--- src/logic/lcimc_pkg.sv ---
// Constants, register map and carrier types of the link-change interrupt and misc control bank
package lcimc_pkg;

    // Bus geometry; register byte address is four times the index
    localparam int          ADDR_W        = 12;
    localparam int          IDX_W         = 10;
    localparam int          DATA_W        = 32;
    localparam int          REG_W         = 8;

    // Register indices
    localparam logic [9:0]  IDX_IRQ_EN    = 10'h0BB;
    localparam logic [9:0]  IDX_FLAGS     = 10'h0BC;
    localparam logic [9:0]  IDX_PAUSE     = 10'h0BD;
    localparam logic [9:0]  IDX_FIBER     = 10'h0C0;
    localparam logic [9:0]  IDX_LDO       = 10'h0C1;
    localparam logic [9:0]  IDX_VLAN      = 10'h0C2;
    localparam logic [9:0]  IDX_STAT      = 10'h0C8;
    localparam logic [9:0]  IDX_MASK      = 10'h0C9;

    // Reset values
    localparam logic [7:0]  RST_IRQ_EN    = 8'h00;
    localparam logic [7:0]  RST_FLAGS     = 8'h00;
    localparam logic [7:0]  RST_PAUSE     = 8'h00;
    localparam logic [1:0]  RST_FIBER     = 2'h0;
    localparam logic        RST_LDO       = 1'b0;
    localparam logic [5:0]  RST_VLAN      = 6'h00;
    localparam logic [1:0]  RST_STAT      = 2'h0;
    localparam logic [1:0]  RST_MASK      = 2'h0;

    // Link-change flag bit positions
    localparam int          FLG_P12       = 7;
    localparam int          FLG_P3        = 2;
    localparam int          FLG_P2        = 1;
    localparam int          FLG_P1        = 0;

    // Field positions of the other registers
    localparam int          FIBER_LSB     = 6;
    localparam int          LDO_DIS_BIT   = 6;
    localparam int          VLAN_LSB      = 0;

    // Summary interrupt status bits
    localparam int          STAT_W        = 2;
    localparam int          STAT_LINK     = 0;
    localparam int          STAT_PAUSE    = 1;

    // AXI responses
    localparam logic [1:0]  RESP_OKAY     = 2'b00;
    localparam logic [1:0]  RESP_SLVERR   = 2'b10;

    // Pause-off iteration limit timing
    localparam int unsigned PAUSE_OFF_MS  = 160;
    localparam int unsigned CLK_HZ        = 50_000_000;
    localparam int unsigned PAUSE_OFF_CYC = PAUSE_OFF_MS * (CLK_HZ / 1000);

    typedef struct packed {
        logic p1_analog;
        logic p1_mii;
        logic p2_analog;
        logic p3_mii;
    } lcimc_link_t;

    typedef struct packed {
        logic src1_to_p2;
        logic src1_to_p3;
        logic src2_to_p1;
        logic src2_to_p3;
        logic src3_to_p1;
        logic src3_to_p2;
    } lcimc_vlan_t;

    typedef struct packed {
        logic        fiber_p2_high;
        logic        fiber_p1_high;
        logic        ldo_disable;
        lcimc_vlan_t vlan_insert;
    } lcimc_ctrl_t;

endpackage

--- src/logic/lcimc_top.sv ---
// Link-change interrupt and miscellaneous control register bank with AXI4-Lite slave
`timescale 1ns/100ps
module lcimc_top #(
    parameter int unsigned PAUSE_CYCLES = lcimc_pkg::PAUSE_OFF_CYC
) (
    input  logic                          aclk,
    input  logic                          aresetn,
    input  logic [lcimc_pkg::ADDR_W-1:0]  s_axi_awaddr,
    input  logic                          s_axi_awvalid,
    output logic                          s_axi_awready,
    input  logic [lcimc_pkg::DATA_W-1:0]  s_axi_wdata,
    input  logic [3:0]                    s_axi_wstrb,
    input  logic                          s_axi_wvalid,
    output logic                          s_axi_wready,
    output logic [1:0]                    s_axi_bresp,
    output logic                          s_axi_bvalid,
    input  logic                          s_axi_bready,
    input  logic [lcimc_pkg::ADDR_W-1:0]  s_axi_araddr,
    input  logic                          s_axi_arvalid,
    output logic                          s_axi_arready,
    output logic [lcimc_pkg::DATA_W-1:0]  s_axi_rdata,
    output logic [1:0]                    s_axi_rresp,
    output logic                          s_axi_rvalid,
    input  logic                          s_axi_rready,
    input  lcimc_pkg::lcimc_link_t        link_state,
    input  logic                          pause_active,
    output logic                          link_irq_n,
    output logic                          irq,
    output logic                          pause_off_req,
    output lcimc_pkg::lcimc_ctrl_t        ctrl
);

    localparam int CNT_W = $clog2(PAUSE_CYCLES + 1);

    // Elaboration checks on values the logic cannot serve
    if (PAUSE_CYCLES < 1) begin
        $error("PAUSE_CYCLES must be at least one");
    end
    if (lcimc_pkg::IDX_W != lcimc_pkg::ADDR_W - 2) begin
        $error("register index must be the word part of the address");
    end
    if (lcimc_pkg::DATA_W != 32) begin
        $error("read data packing needs a 32-bit data bus");
    end
    if (lcimc_pkg::REG_W != 8) begin
        $error("registers are eight bits wide");
    end
    if (lcimc_pkg::FLG_P12 >= lcimc_pkg::REG_W) begin
        $error("link flag position outside the register");
    end
    if (lcimc_pkg::FIBER_LSB + 2 > lcimc_pkg::REG_W) begin
        $error("fiber threshold field outside the register");
    end
    if (lcimc_pkg::LDO_DIS_BIT >= lcimc_pkg::REG_W) begin
        $error("regulator disable bit outside the register");
    end
    if (lcimc_pkg::VLAN_LSB + 6 > lcimc_pkg::REG_W) begin
        $error("default VLAN insert field outside the register");
    end
    if (lcimc_pkg::STAT_PAUSE >= lcimc_pkg::STAT_W) begin
        $error("status bit outside the status field");
    end

    // Register state
    logic [7:0]                        irq_en_q;
    logic [7:0]                        flags_q;
    logic [7:0]                        flags_d;
    logic [7:0]                        pause_en_q;
    logic [1:0]                        fiber_q;
    logic                              ldo_dis_q;
    logic [5:0]                        vlan_q;
    logic [lcimc_pkg::STAT_W-1:0]      stat_q;
    logic [lcimc_pkg::STAT_W-1:0]      mask_q;

    // Write channel state
    logic                              aw_got_q;
    logic                              w_got_q;
    logic [lcimc_pkg::IDX_W-1:0]       widx_q;
    logic [7:0]                        wbyte_q;
    logic                              wlane_q;
    logic                              awready_q;
    logic                              wready_q;
    logic                              bvalid_q;
    logic [1:0]                        bresp_q;

    // Read channel state
    logic                              arready_q;
    logic                              rvalid_q;
    logic [lcimc_pkg::DATA_W-1:0]      rdata_q;
    logic [1:0]                        rresp_q;

    // Link monitor and pause timer
    lcimc_pkg::lcimc_link_t            link_prev_q;
    logic                              primed_q;
    logic [CNT_W-1:0]                  pause_cnt_q;
    logic                              pause_done_q;
    logic                              pause_req_q;
    logic                              link_irq_n_q;
    logic                              irq_q;

    logic                              do_write;
    logic                              wr_en;
    logic                              ar_take;
    logic [lcimc_pkg::IDX_W-1:0]       ridx;
    logic                              rd_hit;
    logic [7:0]                        rd_byte;
    logic                              wr_hit;
    lcimc_pkg::lcimc_link_t            link_chg;
    logic [7:0]                        flag_set;
    logic [7:0]                        flag_clr;
    logic [lcimc_pkg::STAT_W-1:0]      stat_set;
    logic                              pause_hit;
    logic                              pause_run;
    logic                              pause_fire;

    assign do_write = aw_got_q && w_got_q && !bvalid_q;
    assign wr_en    = do_write && wlane_q;
    assign ar_take  = s_axi_arvalid && arready_q;
    assign ridx     = s_axi_araddr[lcimc_pkg::ADDR_W-1:2];

    // Write address capture
    always_ff @(posedge aclk) begin
        if (!aresetn) begin
            aw_got_q  <= 1'b0;
            awready_q <= 1'b0;
            widx_q    <= '0;
        end else if (s_axi_awvalid && awready_q) begin
            aw_got_q  <= 1'b1;
            awready_q <= 1'b0;
            widx_q    <= s_axi_awaddr[lcimc_pkg::ADDR_W-1:2];
        end else if (do_write) begin
            aw_got_q  <= 1'b0;
        end else if (!aw_got_q && !bvalid_q) begin
            awready_q <= 1'b1;
        end
    end

    // Write data capture; only byte lane 0 carries register data
    always_ff @(posedge aclk) begin
        if (!aresetn) begin
            w_got_q  <= 1'b0;
            wready_q <= 1'b0;
            wbyte_q  <= 8'h00;
            wlane_q  <= 1'b0;
        end else if (s_axi_wvalid && wready_q) begin
            w_got_q  <= 1'b1;
            wready_q <= 1'b0;
            wbyte_q  <= s_axi_wdata[7:0];
            wlane_q  <= s_axi_wstrb[0];
        end else if (do_write) begin
            w_got_q  <= 1'b0;
        end else if (!w_got_q && !bvalid_q) begin
            wready_q <= 1'b1;
        end
    end

    // Write decode; unmapped indices answer with an error
    always_comb begin
        unique case (widx_q)
            lcimc_pkg::IDX_IRQ_EN,
            lcimc_pkg::IDX_FLAGS,
            lcimc_pkg::IDX_PAUSE,
            lcimc_pkg::IDX_FIBER,
            lcimc_pkg::IDX_LDO,
            lcimc_pkg::IDX_VLAN,
            lcimc_pkg::IDX_STAT,
            lcimc_pkg::IDX_MASK: wr_hit = 1'b1;
            default:             wr_hit = 1'b0;
        endcase
    end

    // Write response
    always_ff @(posedge aclk) begin
        if (!aresetn) begin
            bvalid_q <= 1'b0;
            bresp_q  <= lcimc_pkg::RESP_OKAY;
        end else if (do_write) begin
            bvalid_q <= 1'b1;
            bresp_q  <= wr_hit ? lcimc_pkg::RESP_OKAY : lcimc_pkg::RESP_SLVERR;
        end else if (bvalid_q && s_axi_bready) begin
            bvalid_q <= 1'b0;
        end
    end

    // Plain control registers
    always_ff @(posedge aclk) begin
        if (!aresetn) begin
            irq_en_q   <= lcimc_pkg::RST_IRQ_EN;
            pause_en_q <= lcimc_pkg::RST_PAUSE;
            fiber_q    <= lcimc_pkg::RST_FIBER;
            ldo_dis_q  <= lcimc_pkg::RST_LDO;
            vlan_q     <= lcimc_pkg::RST_VLAN;
            mask_q     <= lcimc_pkg::RST_MASK;
        end else if (wr_en) begin
            unique case (widx_q)
                lcimc_pkg::IDX_IRQ_EN: irq_en_q   <= wbyte_q;
                lcimc_pkg::IDX_PAUSE:  pause_en_q <= wbyte_q;
                lcimc_pkg::IDX_FIBER:  fiber_q    <= wbyte_q[lcimc_pkg::FIBER_LSB +: 2];
                lcimc_pkg::IDX_LDO:    ldo_dis_q  <= wbyte_q[lcimc_pkg::LDO_DIS_BIT];
                lcimc_pkg::IDX_VLAN:   vlan_q     <= wbyte_q[lcimc_pkg::VLAN_LSB +: 6];
                lcimc_pkg::IDX_MASK:   mask_q     <= wbyte_q[lcimc_pkg::STAT_W-1:0];
                default: begin
                end
            endcase
        end
    end

    // Link change detection; no change reported before the first sample
    always_ff @(posedge aclk) begin
        if (!aresetn) begin
            link_prev_q <= '0;
            primed_q    <= 1'b0;
        end else begin
            link_prev_q <= link_state;
            primed_q    <= 1'b1;
        end
    end

    assign link_chg = primed_q ? (link_state ^ link_prev_q) : '0;

    always_comb begin
        flag_set                     = 8'h00;
        flag_set[lcimc_pkg::FLG_P12] = link_chg.p1_analog || link_chg.p2_analog;
        flag_set[lcimc_pkg::FLG_P3]  = link_chg.p3_mii;
        flag_set[lcimc_pkg::FLG_P2]  = link_chg.p2_analog;
        flag_set[lcimc_pkg::FLG_P1]  = link_chg.p1_analog || link_chg.p1_mii;
        flag_clr = (wr_en && widx_q == lcimc_pkg::IDX_FLAGS) ? wbyte_q : 8'h00;
        // Set wins over a clear in the same cycle; bits 6..3 never set
        flags_d  = (flags_q & ~flag_clr) | flag_set;
    end

    always_ff @(posedge aclk) begin
        if (!aresetn) begin
            flags_q <= lcimc_pkg::RST_FLAGS;
        end else begin
            flags_q <= flags_d;
        end
    end

    // Active-low link interrupt follows enabled flags
    always_ff @(posedge aclk) begin
        if (!aresetn) begin
            link_irq_n_q <= 1'b1;
        end else begin
            link_irq_n_q <= ~|(flags_q & irq_en_q);
        end
    end

    // Pause-off iteration limit timer; restarts whenever pause or enable drops
    always_ff @(posedge aclk) begin
        if (!aresetn) begin
            pause_cnt_q  <= '0;
            pause_done_q <= 1'b0;
        end else if (!pause_run) begin
            pause_cnt_q  <= '0;
            pause_done_q <= 1'b0;
        end else if (pause_fire) begin
            pause_done_q <= 1'b1;
        end else if (!pause_done_q) begin
            pause_cnt_q  <= pause_cnt_q + CNT_W'(1);
        end
    end

    assign pause_run  = (|pause_en_q) && pause_active;
    assign pause_hit  = (pause_cnt_q == CNT_W'(PAUSE_CYCLES - 1));
    assign pause_fire = pause_run && !pause_done_q && pause_hit;

    // One-cycle request when the limit expires
    always_ff @(posedge aclk) begin
        if (!aresetn) begin
            pause_req_q <= 1'b0;
        end else begin
            pause_req_q <= pause_fire;
        end
    end

    // Summary status, cleared by a read; a new event wins over the clear
    always_comb begin
        stat_set                       = '0;
        stat_set[lcimc_pkg::STAT_LINK]  = |flag_set;
        stat_set[lcimc_pkg::STAT_PAUSE] = pause_fire;
    end

    always_ff @(posedge aclk) begin
        if (!aresetn) begin
            stat_q <= lcimc_pkg::RST_STAT;
        end else if (ar_take && ridx == lcimc_pkg::IDX_STAT) begin
            stat_q <= stat_set;
        end else begin
            stat_q <= stat_q | stat_set;
        end
    end

    // Summary interrupt from unmasked status
    always_ff @(posedge aclk) begin
        if (!aresetn) begin
            irq_q <= 1'b0;
        end else begin
            irq_q <= |(stat_q & mask_q);
        end
    end

    // Read decode; reserved bits read zero
    always_comb begin
        rd_hit  = 1'b1;
        rd_byte = 8'h00;
        unique case (ridx)
            lcimc_pkg::IDX_IRQ_EN: rd_byte = irq_en_q;
            lcimc_pkg::IDX_FLAGS:  rd_byte = flags_q;
            lcimc_pkg::IDX_PAUSE:  rd_byte = pause_en_q;
            lcimc_pkg::IDX_FIBER:  rd_byte[lcimc_pkg::FIBER_LSB +: 2] = fiber_q;
            lcimc_pkg::IDX_LDO:    rd_byte[lcimc_pkg::LDO_DIS_BIT] = ldo_dis_q;
            lcimc_pkg::IDX_VLAN:   rd_byte[lcimc_pkg::VLAN_LSB +: 6] = vlan_q;
            lcimc_pkg::IDX_STAT:   rd_byte[lcimc_pkg::STAT_W-1:0] = stat_q;
            lcimc_pkg::IDX_MASK:   rd_byte[lcimc_pkg::STAT_W-1:0] = mask_q;
            default:               rd_hit  = 1'b0;
        endcase
    end

    // Read answer captured at the address handshake
    always_ff @(posedge aclk) begin
        if (!aresetn) begin
            arready_q <= 1'b0;
            rvalid_q  <= 1'b0;
            rdata_q   <= '0;
            rresp_q   <= lcimc_pkg::RESP_OKAY;
        end else if (ar_take) begin
            arready_q <= 1'b0;
            rvalid_q  <= 1'b1;
            rdata_q   <= {24'h000000, rd_byte};
            rresp_q   <= rd_hit ? lcimc_pkg::RESP_OKAY : lcimc_pkg::RESP_SLVERR;
        end else if (rvalid_q && s_axi_rready) begin
            rvalid_q  <= 1'b0;
        end else if (!rvalid_q) begin
            arready_q <= 1'b1;
        end
    end

    assign s_axi_awready          = awready_q;
    assign s_axi_wready           = wready_q;
    assign s_axi_bvalid           = bvalid_q;
    assign s_axi_bresp            = bresp_q;
    assign s_axi_arready          = arready_q;
    assign s_axi_rvalid           = rvalid_q;
    assign s_axi_rdata            = rdata_q;
    assign s_axi_rresp            = rresp_q;
    assign link_irq_n             = link_irq_n_q;
    assign irq                    = irq_q;
    assign pause_off_req          = pause_req_q;
    assign ctrl.fiber_p2_high     = fiber_q[1];
    assign ctrl.fiber_p1_high     = fiber_q[0];
    assign ctrl.ldo_disable       = ldo_dis_q;
    assign ctrl.vlan_insert       = vlan_q;

endmodule

--- config.mk ---
export PLATFORM = sky130hd
export DESIGN_NAME = lcimc_top
export DESIGN_NICKNAME = d
export VERILOG_FILES = /design/src/logic/lcimc_pkg.sv /design/src/logic/lcimc_top.sv
export SDC_FILE = /design/constraint.sdc
export NUM_CORES = 1
export LEC_CHECK = 0
export ABC_CLOCK_PERIOD_IN_PS = 2000
export BUFFER_PORTS_ARGS = -buffer_cell sky130_fd_sc_hd__buf_2
export CAP_MARGIN = 15
export CORE_UTILIZATION = 25
export DETAILED_ROUTE_END_ITERATION = 8
export PLACE_DENSITY_LB_ADDON = 0.05
export SETUP_SLACK_MARGIN = 0.05
export SLEW_MARGIN = 20
export SYNTH_ARGS = -nofsm -noshare
export SYNTH_HDL_FRONTEND = slang
export SYNTH_SLANG_ARGS = --single-unit
--- constraint.sdc ---
create_clock -name aclk -period 2 [get_ports aclk]
set_input_delay 0.1 -clock aclk [delete_from_list [all_inputs] [get_ports aclk]]
set_output_delay 0.1 -clock aclk [all_outputs]
set_load 0.01 [all_outputs]
Word level (Yosys, flattened, before mapping)
Index checks and enable logic that the tools add are counted.
{"block": "word_totals", "register_bits": 107, "input_bits": 72}
{"block": "classes", "n_addsub": 1, "n_eq_ne": 17, "muxes": 19, "bitwise_logic": 13, "n_reduce_logical": 46}
{"operator": "$eq A10 B8 Y1 const B", "n": 16}
{"operator": "$reduce_or A8 Y1", "n": 4}
{"operator": "$add A23 B1 Y23 const B", "n": 1}
{"operator": "$eq A23 B23 Y1 const B", "n": 1}
{"operator": "$reduce_and A2 Y1", "n": 11}
{"operator": "$and A8 B8 Y8", "n": 2}
{"operator": "$pmux W4 S4", "n": 1}
{"operator": "$logic_and A1 B1 Y1", "n": 15}
{"operator": "$pmux W2 S6", "n": 1}
{"operator": "$mux W1", "n": 10}
{"operator": "$mux W8", "n": 1}
{"operator": "$not A8 Y8", "n": 1}
{"operator": "$or A8 B8 Y8", "n": 1}
{"operator": "$reduce_bool A2 Y1", "n": 4}
{"operator": "$reduce_or A2 Y1", "n": 4}
{"operator": "$mux W2", "n": 3}
{"operator": "$not A1 Y1", "n": 6}
{"operator": "$logic_not A1 Y1", "n": 5}
{"operator": "$pmux W1 S5", "n": 1}
{"operator": "$mux W4", "n": 1}
{"operator": "$pmux W1 S4", "n": 1}
{"operator": "$reduce_or A4 Y1", "n": 1}
{"operator": "$xor A4 B4 Y4", "n": 1}
{"operator": "$and A2 B2 Y2", "n": 1}
{"operator": "2 further kinds", "n": 3}

Depth between registers and ports, before layout
Gate-level depths: netlist (run 1).
{"block": "depth", "ltp_word": 8, "depth_mapped": 7, "depth_no_buf": 6}

Worst setup path after synthesis (run 1)
No wires, ideal clock.
{"block": "synth_timing", "path_type": "reg2reg", "startpoint": "register pause_cnt_q[11]", "endpoint": "register pause_cnt_q[5]", "setup_ns": 0.123, "arrival_ns": 1.927, "t_required_ns": 1.877, "path_slack_ns": -0.050, "stages_incl_launch_ff": 6, "path_buffers": 0, "path_cell_list": "dfxtp_1 or4b_4 nor4_4 a31oi_4 nand4_1 mux2_1"}
{"block": "synth_between", "elab_chain_cells": 4}
{"item": "from (decl)", "line_no": "lcimc_top.sv:95", "text": "logic [CNT_W-1:0] pause_cnt_q;"}
{"item": "from (signal assigned)", "line_no": "lcimc_top.sv:260", "text": "pause_cnt_q <= pause_cnt_q + CNT_W'(1);"}
{"item": "$eq A23 B23 Y1", "line_no": "lcimc_top.sv:265", "text": "assign pause_hit = (pause_cnt_q == CNT_W'(PAUSE_CYCLES - 1));"}
{"item": "$logic_and A1 B1 Y1", "line_no": "lcimc_top.sv:266", "text": "assign pause_fire = pause_run && !pause_done_q && pause_hit;"}
{"item": "$not A1 Y1 (no source line)"}
{"item": "$reduce_and A2 Y1 (no source line)"}
Every way passes these cells.
A chain may end at the register's enable or synchronous reset.

Worst setup path in the final report (run 1)
{"block": "layout_timing", "startpoint": "register pause_cnt_q[16]", "endpoint": "register pause_cnt_q[5]"}
Same word-level chain as after synthesis.

==> flow_summary.yaml, run 1 <==
synthesis:
  async_flop_share_pct: 0
  yosysSeqAreaShare_pct: 43.59
  synth-main-ff-cell: "dfxtp_1"
  ys_types: 64
  avgSynthCellArea_um2: 8.768
  synth-seq-cells: 105
  yosysWarnings: 0
  netlist_instances: 550
  netlist_area_um2: 4822
  synth_edf_count: 0
timing:
  finalCriticalPeriod_ns: 1.897
  worstMarginPinSlew_ns: 0.5508
  worst_clock_skew_ns: 0.007328
  fin_crit_sh_pct: 94.85
  rsz0062_at_grt: "yes"
  setup_viol: 0
  relSlewSlack_pct: 63.19
  final_max_slew_viol_count: 0
  clock.fmax_mhz: 527.1
  final_hold_viol_count: 0
  tns_ns: 0
placement:
  placed_area_um2: 5613
  gp_congestion: 0.7429
  port-buffer-count: 67
  dpl.hpwl_um: 10570
power:
  powerDensity_nw_per_um2: 709.0
  p_leak_nw: 2.449
  finalPower_mw: 4.402
  peakVddDrop_mv: 0.3663
global_route:
  grt_use_met2_pct: 24.22
  grt_use_total_pct: 14.82
  grt_pass1_wl_um: 22600
  globalRouteMet1Util_pct: 19.72
  antenna_found_initial: 0
  grt-busiest-layer: "met2"
  gr-total-overflow: 0
  grt.met3_usage_pct: 3.736
  grt_start_max_net_pins: 29
  grt_pass1_vias: 4171
floorplan:
  rows: 50
  start_util_pct: 25.61
  ios: 125
  die_h_um: 140.9
  die_area_um2: 19850
  coreArea_um2: 18830
  die_x_um: 140.9
min_path:
  worstHoldStart: "s_axi_wdata[6]"
  hp-class: "input pin to flop"
cells_and_area:
  postLayoutCellArea_um2: 6208
  final-seq-area_um2: 2105
  drive_gt1_share_pct: 21.80
  multi_input_area_um2: 2486
  area_delta_synth_final_pct: 28.75
  mostFrequentLayoutCell: "dfxtp_1"
  nFillCells: 2003
  n_antenna_cell: 0
  final_cell_mix: "103 x dfxtp_1, 72 x nand2_1, 67 x buf_2, 59 x nor2_1, 54 x a21oi_1"
  final_nets: 747
detailed_routing:
  post-route-drc-count: 0
  wl_per_cell_um: 15.01
  via_per_inst: 4.477
  vias: 4204
  detailedRoute.firstIterationViolations: 179
  ant_nets: 0
  drtPass1Iterations: 4
  totalWireLength_um: 14100
setup_path:
  crit_path_cell_trace: "or4b_4, nor4_4, a31oi_4, nand4_1, mux2_4"
  max_stage_delay_ns: 0.54
  endpoint: "pause_cnt_q[5]"
  required_ns: 2.25
  end_kind: "flop"
  rrSetupSlack_ns: 0.10
  path_max_fanout: 4
  r2r_end: "pause_cnt_q[5]"
  crit_path_start_kind: "flop"
  crit_start: "pause_cnt_q[16]"
  r2r-start: "pause_cnt_q[16]"
  path_delay_family: "simple AND/OR/NAND/NOR gates"
  crit_cells: 5
  crit_arrival_ns: 2.14
  reg2reg_depth: 5
  path_buf_inv: 0
  cpMaxStageDelayCell: "or4b_4"
  critical_path_class: "flop to flop"
clock_network:
  numCtsBuffers: 9
  clkTransAtPathRegs_ns: 0.07
  clockRootBuffer: "clkbuf_16"
  clk_path_buf_depth: 2
  cts.sinks: 105
  clk_latency_ns: 0.35
  htree_num_levels: 3
  tritoncts: "done"
run_status:
  outcome: "finished clean"
flow_run:
  cap_viol_max_count: 0
## flip-flops by register name, summed over array words and instances (netlist names), 4 cells and up
| name | count |
|---|---|
| pause_cnt_q | 23 |
| widx_q | 10 |
| flags_q | 8 |
| irq_en_q | 8 |
| pause_en_q | 8 |
| s_axi_rdata | 8 |
| wbyte_q | 8 |
| vlan_q | 6 |
| link_prev_q | 4 |
## repair_timing
item                                   4_1_cts  5_1_grt
cloned                                       0        0
gates resized for setup                      2        6
pin swaps                                    2       10
setup endpoints to repair                    2       13
endpoints found under the hold margin       23        0
buffers inserted                             0        2
hold buffers                                23        0
## area by class of cell
| type | count | area share (%) |
|---|---|---|
| tap | 260 | 5.240 |
| clock inverter | 3 | 0.7658 |
| multi-input combinational | 409 | 40.04 |
| clock buffer | 13 | 4.353 |
| sequential | 105 | 33.90 |
| inverter | 12 | 0.7255 |
| timing repair buffer | 137 | 14.97 |
## layer usage
layer | up-vias | wire, um | share of wire (%)
li1 | 2129 | - | -
met5 | - | 0 | 0
met3 | 11 | 550 | 3.9
met1 | 1974 | 6963 | 49
met4 | 0 | 115 | 0.82
met2 | 90 | 6470 | 46
## worst reg2reg max path: cells and delay by family (launching register included)
kind / cells / cell delay (ns)
DFF: 1 / 0.32
and+or+nand+nor: 3 / 1.00
AOI/OAI and AO/OA: 1 / 0.18
muxes: 1 / 0.30
## cells in the mapped netlist (6+ instances only)
cell | n | area share (%)
o21ai_0 | 8 | 0.83
nor4_1 | 6 | 0.78
and2_1 | 8 | 1.0
mux2i_1 | 26 | 5.4
xor2_1 | 9 | 1.6
and4b_1 | 6 | 1.2
mux2_1 | 7 | 1.6
nand2b_1 | 7 | 0.91
inv_1 | 11 | 0.86
xnor2_1 | 13 | 2.4
buf_4 | 28 | 4.4
nor3_1 | 10 | 1.0
nor2_1 | 59 | 4.6
clkbuf_1 | 14 | 1.1
dfxtp_1 | 105 | 44
a21oi_1 | 54 | 5.6
nand3_1 | 11 | 1.1
nand2_1 | 72 | 5.6
nand4_1 | 9 | 1.2
## power by group
part           switching [mW]  internal [mW]  leakage (nW)  total, mW
clock                   0.806           1.08         0.156       1.89
combinational           0.178          0.137          1.44      0.315
sequential             0.0583           2.14         0.853       2.20
## how the worst min path moves through the flow
stage                     cells past startpoint        endpoint  slack [ns]
after floorplan                               0        primed_q        0.13
after global placement                        1        primed_q        0.33
after detailed placement                      2  link_prev_q[3]        0.33
after CTS                                     3       widx_q[3]       0.004
after global routing                          3      wbyte_q[6]      0.0004
final                                         3      wbyte_q[6]        0.01
## cell families (layout without fill, tap and decap cells)
logic type,count (synthesis),in the layout,synth area share (%)
muxes,33,33,7.032
other,1,26,0.07777
adders and majority gates,1,1,0.2594
AOI/OAI and AO/OA,103,103,13.49
and+or+nand+nor,224,224,24.21
xor gates and xnor gates,22,22,3.996
DFF,105,105,43.59
buffers and inverters,61,165,7.343
## per-stage QoR
stage / instances / worst slack (ns) / util (%) / hold WS [ns]
2_1_floorplan: 575 / 0.01558 / - / 0.1277
3_3_place_gp: 898 / 0.07983 / 29.81 / 0.3266
3_5_place_dp: 898 / 0.05322 / 29.81 / 0.3347
4_1_cts: 937 / 0.04344 / 32.78 / 0.003949
5_1_grt: 939 / 0.008138 / 32.97 / 0.0004125
6_report: 939 / 0.1030 / 32.97 / 0.01050
Note: power is estimated with default switching activity, not from simulation.
==> inputs of run 2 (changes only) <==
CORE_ASPECT_RATIO = 0.6   (was default)
CORE_UTILIZATION = 42   (was 25)
==> flow_summary.yaml, run 2 (synthesis results as in run 1) <==
run_status:
  outcome: "finished clean"
global_route:
  grt_use_total_pct: 21.35
  grt_pass1_vias: 3733
  grt_start_max_net_pins: 57
  gr-total-overflow: 0
  antenna_found_initial: 0
  grt_pass1_wl_um: 19870
timing:
  final_max_slew_viol_count: 0
  fin_crit_sh_pct: 95.17
  finalCriticalPeriod_ns: 1.903
  rsz0062_at_grt: "yes"
  final_hold_viol_count: 0
  worst_clock_skew_ns: 0.009594
  worstMarginPinSlew_ns: 0.5487
  setup_viol: 0
  relSlewSlack_pct: 63.14
  tns_ns: 0
  clock.fmax_mhz: 525.4
setup_path:
  r2r-start: "pause_cnt_q[16]"
  endpoint: "pause_cnt_q[5]"
  path_buf_inv: 0
  rrSetupSlack_ns: 0.1
  required_ns: 2.24
  crit_arrival_ns: 2.14
  crit_path_cell_trace: "or4b_4, nor4_4, a31oi_4, nand4_1, mux2_4"
  max_stage_delay_ns: 0.54
  cpMaxStageDelayCell: "or4b_4"
  path_max_fanout: 8
  critical_path_class: "flop to flop"
  r2r_end: "pause_cnt_q[5]"
  reg2reg_depth: 5
  end_kind: "flop"
  path_delay_family: "simple AND/OR/NAND/NOR gates"
  crit_start: "pause_cnt_q[16]"
  crit_path_start_kind: "flop"
  crit_cells: 5
clock_network:
  clkTransAtPathRegs_ns: 0.08
  tritoncts: "done"
  clockRootBuffer: "clkbuf_16"
  clk_latency_ns: 0.35
  clk_path_buf_depth: 2
  htree_num_levels: 3
  cts.sinks: 105
  numCtsBuffers: 9
detailed_routing:
  wl_per_cell_um: 15.47
  via_per_inst: 5.196
  ant_nets: 0
  post-route-drc-count: 0
  drtPass1Iterations: 5
  detailedRoute.firstIterationViolations: 309
  vias: 4136
  totalWireLength_um: 12320
cells_and_area:
  final_nets: 725
  regMostFlops: "pause_cnt_q"
  n_antenna_cell: 0
  drive_gt1_share_pct: 20.24
  top_regs: "pause_cnt_q (23), widx_q (10)"
  area_delta_synth_final_pct: 21.41
  mostFrequentLayoutCell: "dfxtp_1"
  nFillCells: 1011
  final_cell_mix: "103 x dfxtp_1, 72 x nand2_1, 67 x buf_2, 59 x nor2_1, 54 x a21oi_1"
  finalNonFillerCells: 796
  largest_register_ff_count: 23
placement:
  dpl.hpwl_um: 9078
  dp_cells: 762
  gp_congestion: 0.8673
  port-buffer-count: 67
floorplan:
  coreArea_um2: 10850
  ios: 125
  die_h_um: 85
  rows: 29
  start_util_pct: 44.45
  die_x_um: 140.3
  die_area_um2: 11930
power:
  p_sw_share_pct: 24.60
  clockPowerShare_pct: 42.3
  peakVddDrop_mv: 0.4415
  p_comb_share_pct: 7.0
  p_leak_nw: 2.342
  pwr-share-seq_pct: 50.8
  switching_power_mw: 1.065
  internal_power_mw: 3.264
  powerDensity_nw_per_um2: 739.5
min_path:
  hp-class: "input pin to flop"
flow_run:
  cap_viol_max_count: 0
==> run 2: cell types whose count changed in the layout (fill, tap and decap cells not counted), moves of 2 or more <==
cell / change
clkbuf_8: -3
a311oi_2: -2
a311oi_1: +2
buf_4: -12
dlygate4sd3_1: -8
inv_6: +2
buf_6: -3
==> run 2: final cells by class <==
| type | count | area (um2) | area share, % |
|---|---|---|---|
| timing repair buffer | 115 | 745.7 | 12.74 |
| clock inverter | 7 | 85.08 | 1.453 |
| clock buffer | 9 | 225.2 | 3.847 |
| inverter | 12 | 45.04 | 0.7694 |
| multi-input combinational | 409 | 2475 | 42.27 |
| tap | 139 | 173.9 | 2.971 |
| sequential | 105 | 2105 | 35.95 |
==> run 2: per-stage QoR <==
stage	util (%)	cell area, um2	hold slack, ns	power [mW]	setup slack (ns)
2_1_floorplan	-	4923	0.1277	2.438	0.01558
3_3_place_gp	49.42	5361	0.3277	2.513	0.08740
3_5_place_dp	49.42	5361	0.3305	2.520	0.06764
4_1_cts	53.66	5822	0.001187	4.362	0.06168
5_1_grt	53.96	5854	0.006280	4.508	0.006340
6_report	53.96	5854	0.003605	4.329	0.09654
==> run 2: layer usage <==
| metal | up-vias | global-route usage (%) | routed length, um |
|---|---|---|---|
| met5 | - | 0 | 0 |
| met4 | 0 | 4.496 | 105 |
| met3 | 10 | 6.095 | 840 |
| met2 | 128 | 28.32 | 4606 |
| met1 | 1905 | 33.26 | 6762 |
| li1 | 2093 | - | - |
==> run 2: worst min-delay path by stage <==
| stage | from | end | slack [ns] | cells after the start |
|---|---|---|---|---|
| 5_1_grt | s_axi_rready | s_axi_rvalid | 0.006 | 3 |
| 6_report | s_axi_wdata[7] | wbyte_q[7] | 0.004 | 3 |
| 3_5_place_dp | link_state[2] | link_prev_q[2] | 0.33 | 2 |
| 2_1_floorplan | aresetn | primed_q | 0.13 | 0 |
| 3_3_place_gp | link_state[0] | link_prev_q[0] | 0.33 | 2 |
| 4_1_cts | s_axi_rready | s_axi_rvalid | 0.001 | 3 |
==> run 2: worst register-to-register path, stage by stage (launching register included) <==
cell and delay, ns:
dfxtp_2 0.32, or4b_4 0.54, nor4_4 0.30, a31oi_4 0.19, nand4_1 0.14, mux2_4 0.31
==> run 2: timing repair <==
action	CTS	global route
hold buffers	15	0
endpoints found under the hold margin	15	0
endpoints found under the setup margin	0	15
buffers inserted	0	3
resized for setup	0	3
==> run 2: power by group through the flow <==
stage	clock network [mW]	registers, mW	logic (mW)
after floorplan	0	2.23	0.204
after global placement	0	2.24	0.271
after detailed placement	0	2.24	0.275
after CTS	1.87	2.20	0.299
after global routing	1.97	2.20	0.336
final	1.83	2.20	0.302
==> inputs of run 3 (changes only) <==
ABC_AREA = 1   (was default)
==> flow_summary.yaml, run 3 <==
synthesis:
  synth-adder-area-share_pct: 0.2325
  avgSynthCellArea_um2: 6.693
  synth_top_family_by_area: "simple AND/OR/NAND/NOR gates"
  synth_xor_area_share_pct: 2.116
  synth.most_common_cell: "nand2_1"
  synth-main-ff-cell: "dfxtp_1"
  synth_mux_area_share_pct: 0
  synth_top_area_share_pct: 39.06
  netlist_area_um2: 5381
  synth-seq-cells: 105
  synth.top_cells.by_count: "185 x nand2_1, 117 x nor2_1, 105 x dfxtp_1"
  synth-simple-area-share_pct: 32.27
  yosysTopAreaCell: "dfxtp_1"
  yosysWarnings: 0
  synth_area_leaders: "dfxtp_1 39%, nand2_1 13%, nor2_1 8.2%"
  yosysSeqAreaShare_pct: 39.06
  async_flop_share_pct: 0
  synth_compound_area_share_pct: 14.60
  synth_edf_count: 0
  netlist_instances: 804
  ys_types: 34
setup_path:
  cpMaxStageDelayCell: "dfxtp_1"
  path_buf_inv: 0
  path_delay_family: "simple AND/OR/NAND/NOR gates"
  end_kind: "flop"
  required_ns: 2.28
  critical_path_class: "flop to flop"
  path_max_fanout: 6
  max_stage_delay_ns: 0.48
  cpMostUsedCell: "nand3_1"
  crit_path_start_kind: "flop"
  crit_path_cell_trace: "nand2_1, nor2_1, nand3_1, xor2_1, nand3_1, a21oi_1"
  crit_arrival_ns: 2.06
cells_and_area:
  regMostFlops: "pause_cnt_q"
  drive_gt1_share_pct: 13.63
  final_nets: 963
  final_cell_mix: "185 x nand2_1, 117 x nor2_1, 105 x dfxtp_1, 81 x inv_1, 71 x a21oi_1"
  mostFrequentLayoutCell: "nand2_1"
  finalNonFillerCells: 1060
  n_antenna_cell: 0
  area_delta_synth_final_pct: 17.07
  largest_register_ff_count: 23
  postLayoutCellArea_um2: 6300
  top_regs: "pause_cnt_q (23), widx_q (10)"
power:
  switching_power_mw: 1.106
  powerDensity_nw_per_um2: 697.2
  clockPowerShare_pct: 42.3
  p_sw_share_pct: 25.18
  pwr-share-seq_pct: 50.1
  finalPower_mw: 4.393
  peakVddDrop_mv: 0.4037
  internal_power_mw: 3.286
  p_comb_share_pct: 7.6
  p_leak_nw: 2.620
min_path:
  hp-class: "input pin to flop"
floorplan:
  ios: 125
  die_x_um: 148.1
  rows: 31
  die_h_um: 89.68
  die_area_um2: 13280
  coreArea_um2: 12260
  start_util_pct: 43.91
timing:
  tns_ns: 0
  final_max_slew_viol_count: 0
  worst_clock_skew_ns: 0.01040
  fin_crit_sh_pct: 88.53
  worst_slack_ns: 0.2295
  finalCriticalPeriod_ns: 1.771
  final_hold_viol_count: 0
  setup_viol: 0
  clock.fmax_mhz: 564.8
  rsz0062_at_grt: "no"
clock_network:
  htree_num_levels: 3
  clk_path_buf_depth: 2
  clockRootBuffer: "clkbuf_16"
  cts.sinks: 105
  tritoncts: "done"
  numCtsBuffers: 9
  clk_latency_ns: 0.36
  clkTransAtPathRegs_ns: 0.07
detailed_routing:
  wl_per_cell_um: 15.10
  post-route-drc-count: 0
  totalWireLength_um: 16000
  drtPass1Iterations: 5
  ant_nets: 0
  via_per_inst: 5.120
  detailedRoute.firstIterationViolations: 634
  vias: 5427
placement:
  dp_cells: 1033
  placed_area_um2: 5878
  port-buffer-count: 67
  gp_congestion: 0.9583
  dpl.hpwl_um: 12350
  place_ws_ns: 0.1808
flow_run:
  cap_viol_max_count: 0
global_route:
  gr-total-overflow: 0
  grt_pass1_wl_um: 24810
  antenna_found_initial: 0
  grt_start_max_net_pins: 36
  grt_pass1_vias: 4509
  grt_use_total_pct: 24.88
run_status:
  outcome: "finished clean"
[run 3: metal layers]
layer  wire length, um  vias up  GRT usage [%]
met5                 0        -              0
met4                97        0          5.061
met3              1426        8          6.465
met2              5468      223          30.35
met1              9010     2451          40.84
li1                  -     2745              -
[run 3: worst paths after layout]
check / start / end / slack [ns] / depth (start not counted)
worst max-delay path: pause_cnt_q[8] / pause_cnt_q[9] / 0.23 / 6
worst min-delay path: s_axi_awaddr[10] / widx_q[8] / 0.005 / 3
worst min register to register: s_axi_rresp[1] / s_axi_rresp[1] / 0.47 / 2
worst max register to register: pause_cnt_q[8] / pause_cnt_q[9] / 0.23 / 6
[run 3: cell type report]
class | count | area [um2]
clock buffers | 10 | 239.0
clock inverters | 6 | 72.57
fillers | 1269 | 5957
inverters | 84 | 315.3
multi-input cells | 589 | 2749
flip-flops and latches | 105 | 2102
well taps | 165 | 206.4
repair buffers | 101 | 615.6
[run 3: cell families (layout without fill, tap and decap cells)]
logic type	Yosys count	in the layout
AO/OA/AOI/OAI	144	144
flip-flops	105	105
AND/OR/NAND/NOR	405	405
buffers and inverters	135	201
XOR/XNOR	13	13
adder cells (fa/ha/maj)	1	1
other	1	26
[run 3: power groups by stage]
stage / Clock, mW / Sequential (mW) / Combinational [mW]
finish: 1.86 / 2.20 / 0.334
global route: 1.99 / 2.21 / 0.379
CTS: 1.89 / 2.20 / 0.331
detailed placement: 0 / 2.25 / 0.315
global placement: 0 / 2.24 / 0.308
floorplan: 0 / 2.24 / 0.230
[run 3: stage by stage]
stage / utilization [%] / hold WS, ns
6_report: 51.40 / 0.005114
5_1_grt: 51.40 / 0.004531
4_1_cts: 51.32 / 0.003226
3_5_place_dp: 47.96 / 0.2993
3_3_place_gp: 47.96 / 0.2926
2_1_floorplan: - / 0.1277
[run 3: repair_timing]
action | CTS | global route
hold buffers | 10 | 0
setup buffers | 0 | 1
endpoints found under the hold margin | 10 | 0
setup endpoints to repair | 0 | 10
resized for setup | 0 | 1
[run 3: worst reg2reg max path, cell delays in order (launching register included)]
cell	delay, ns
dfxtp_1	0.48
nand2_1	0.12
nor2_1	0.39
nand3_1	0.26
xor2_1	0.22
nand3_1	0.10
a21oi_1	0.14
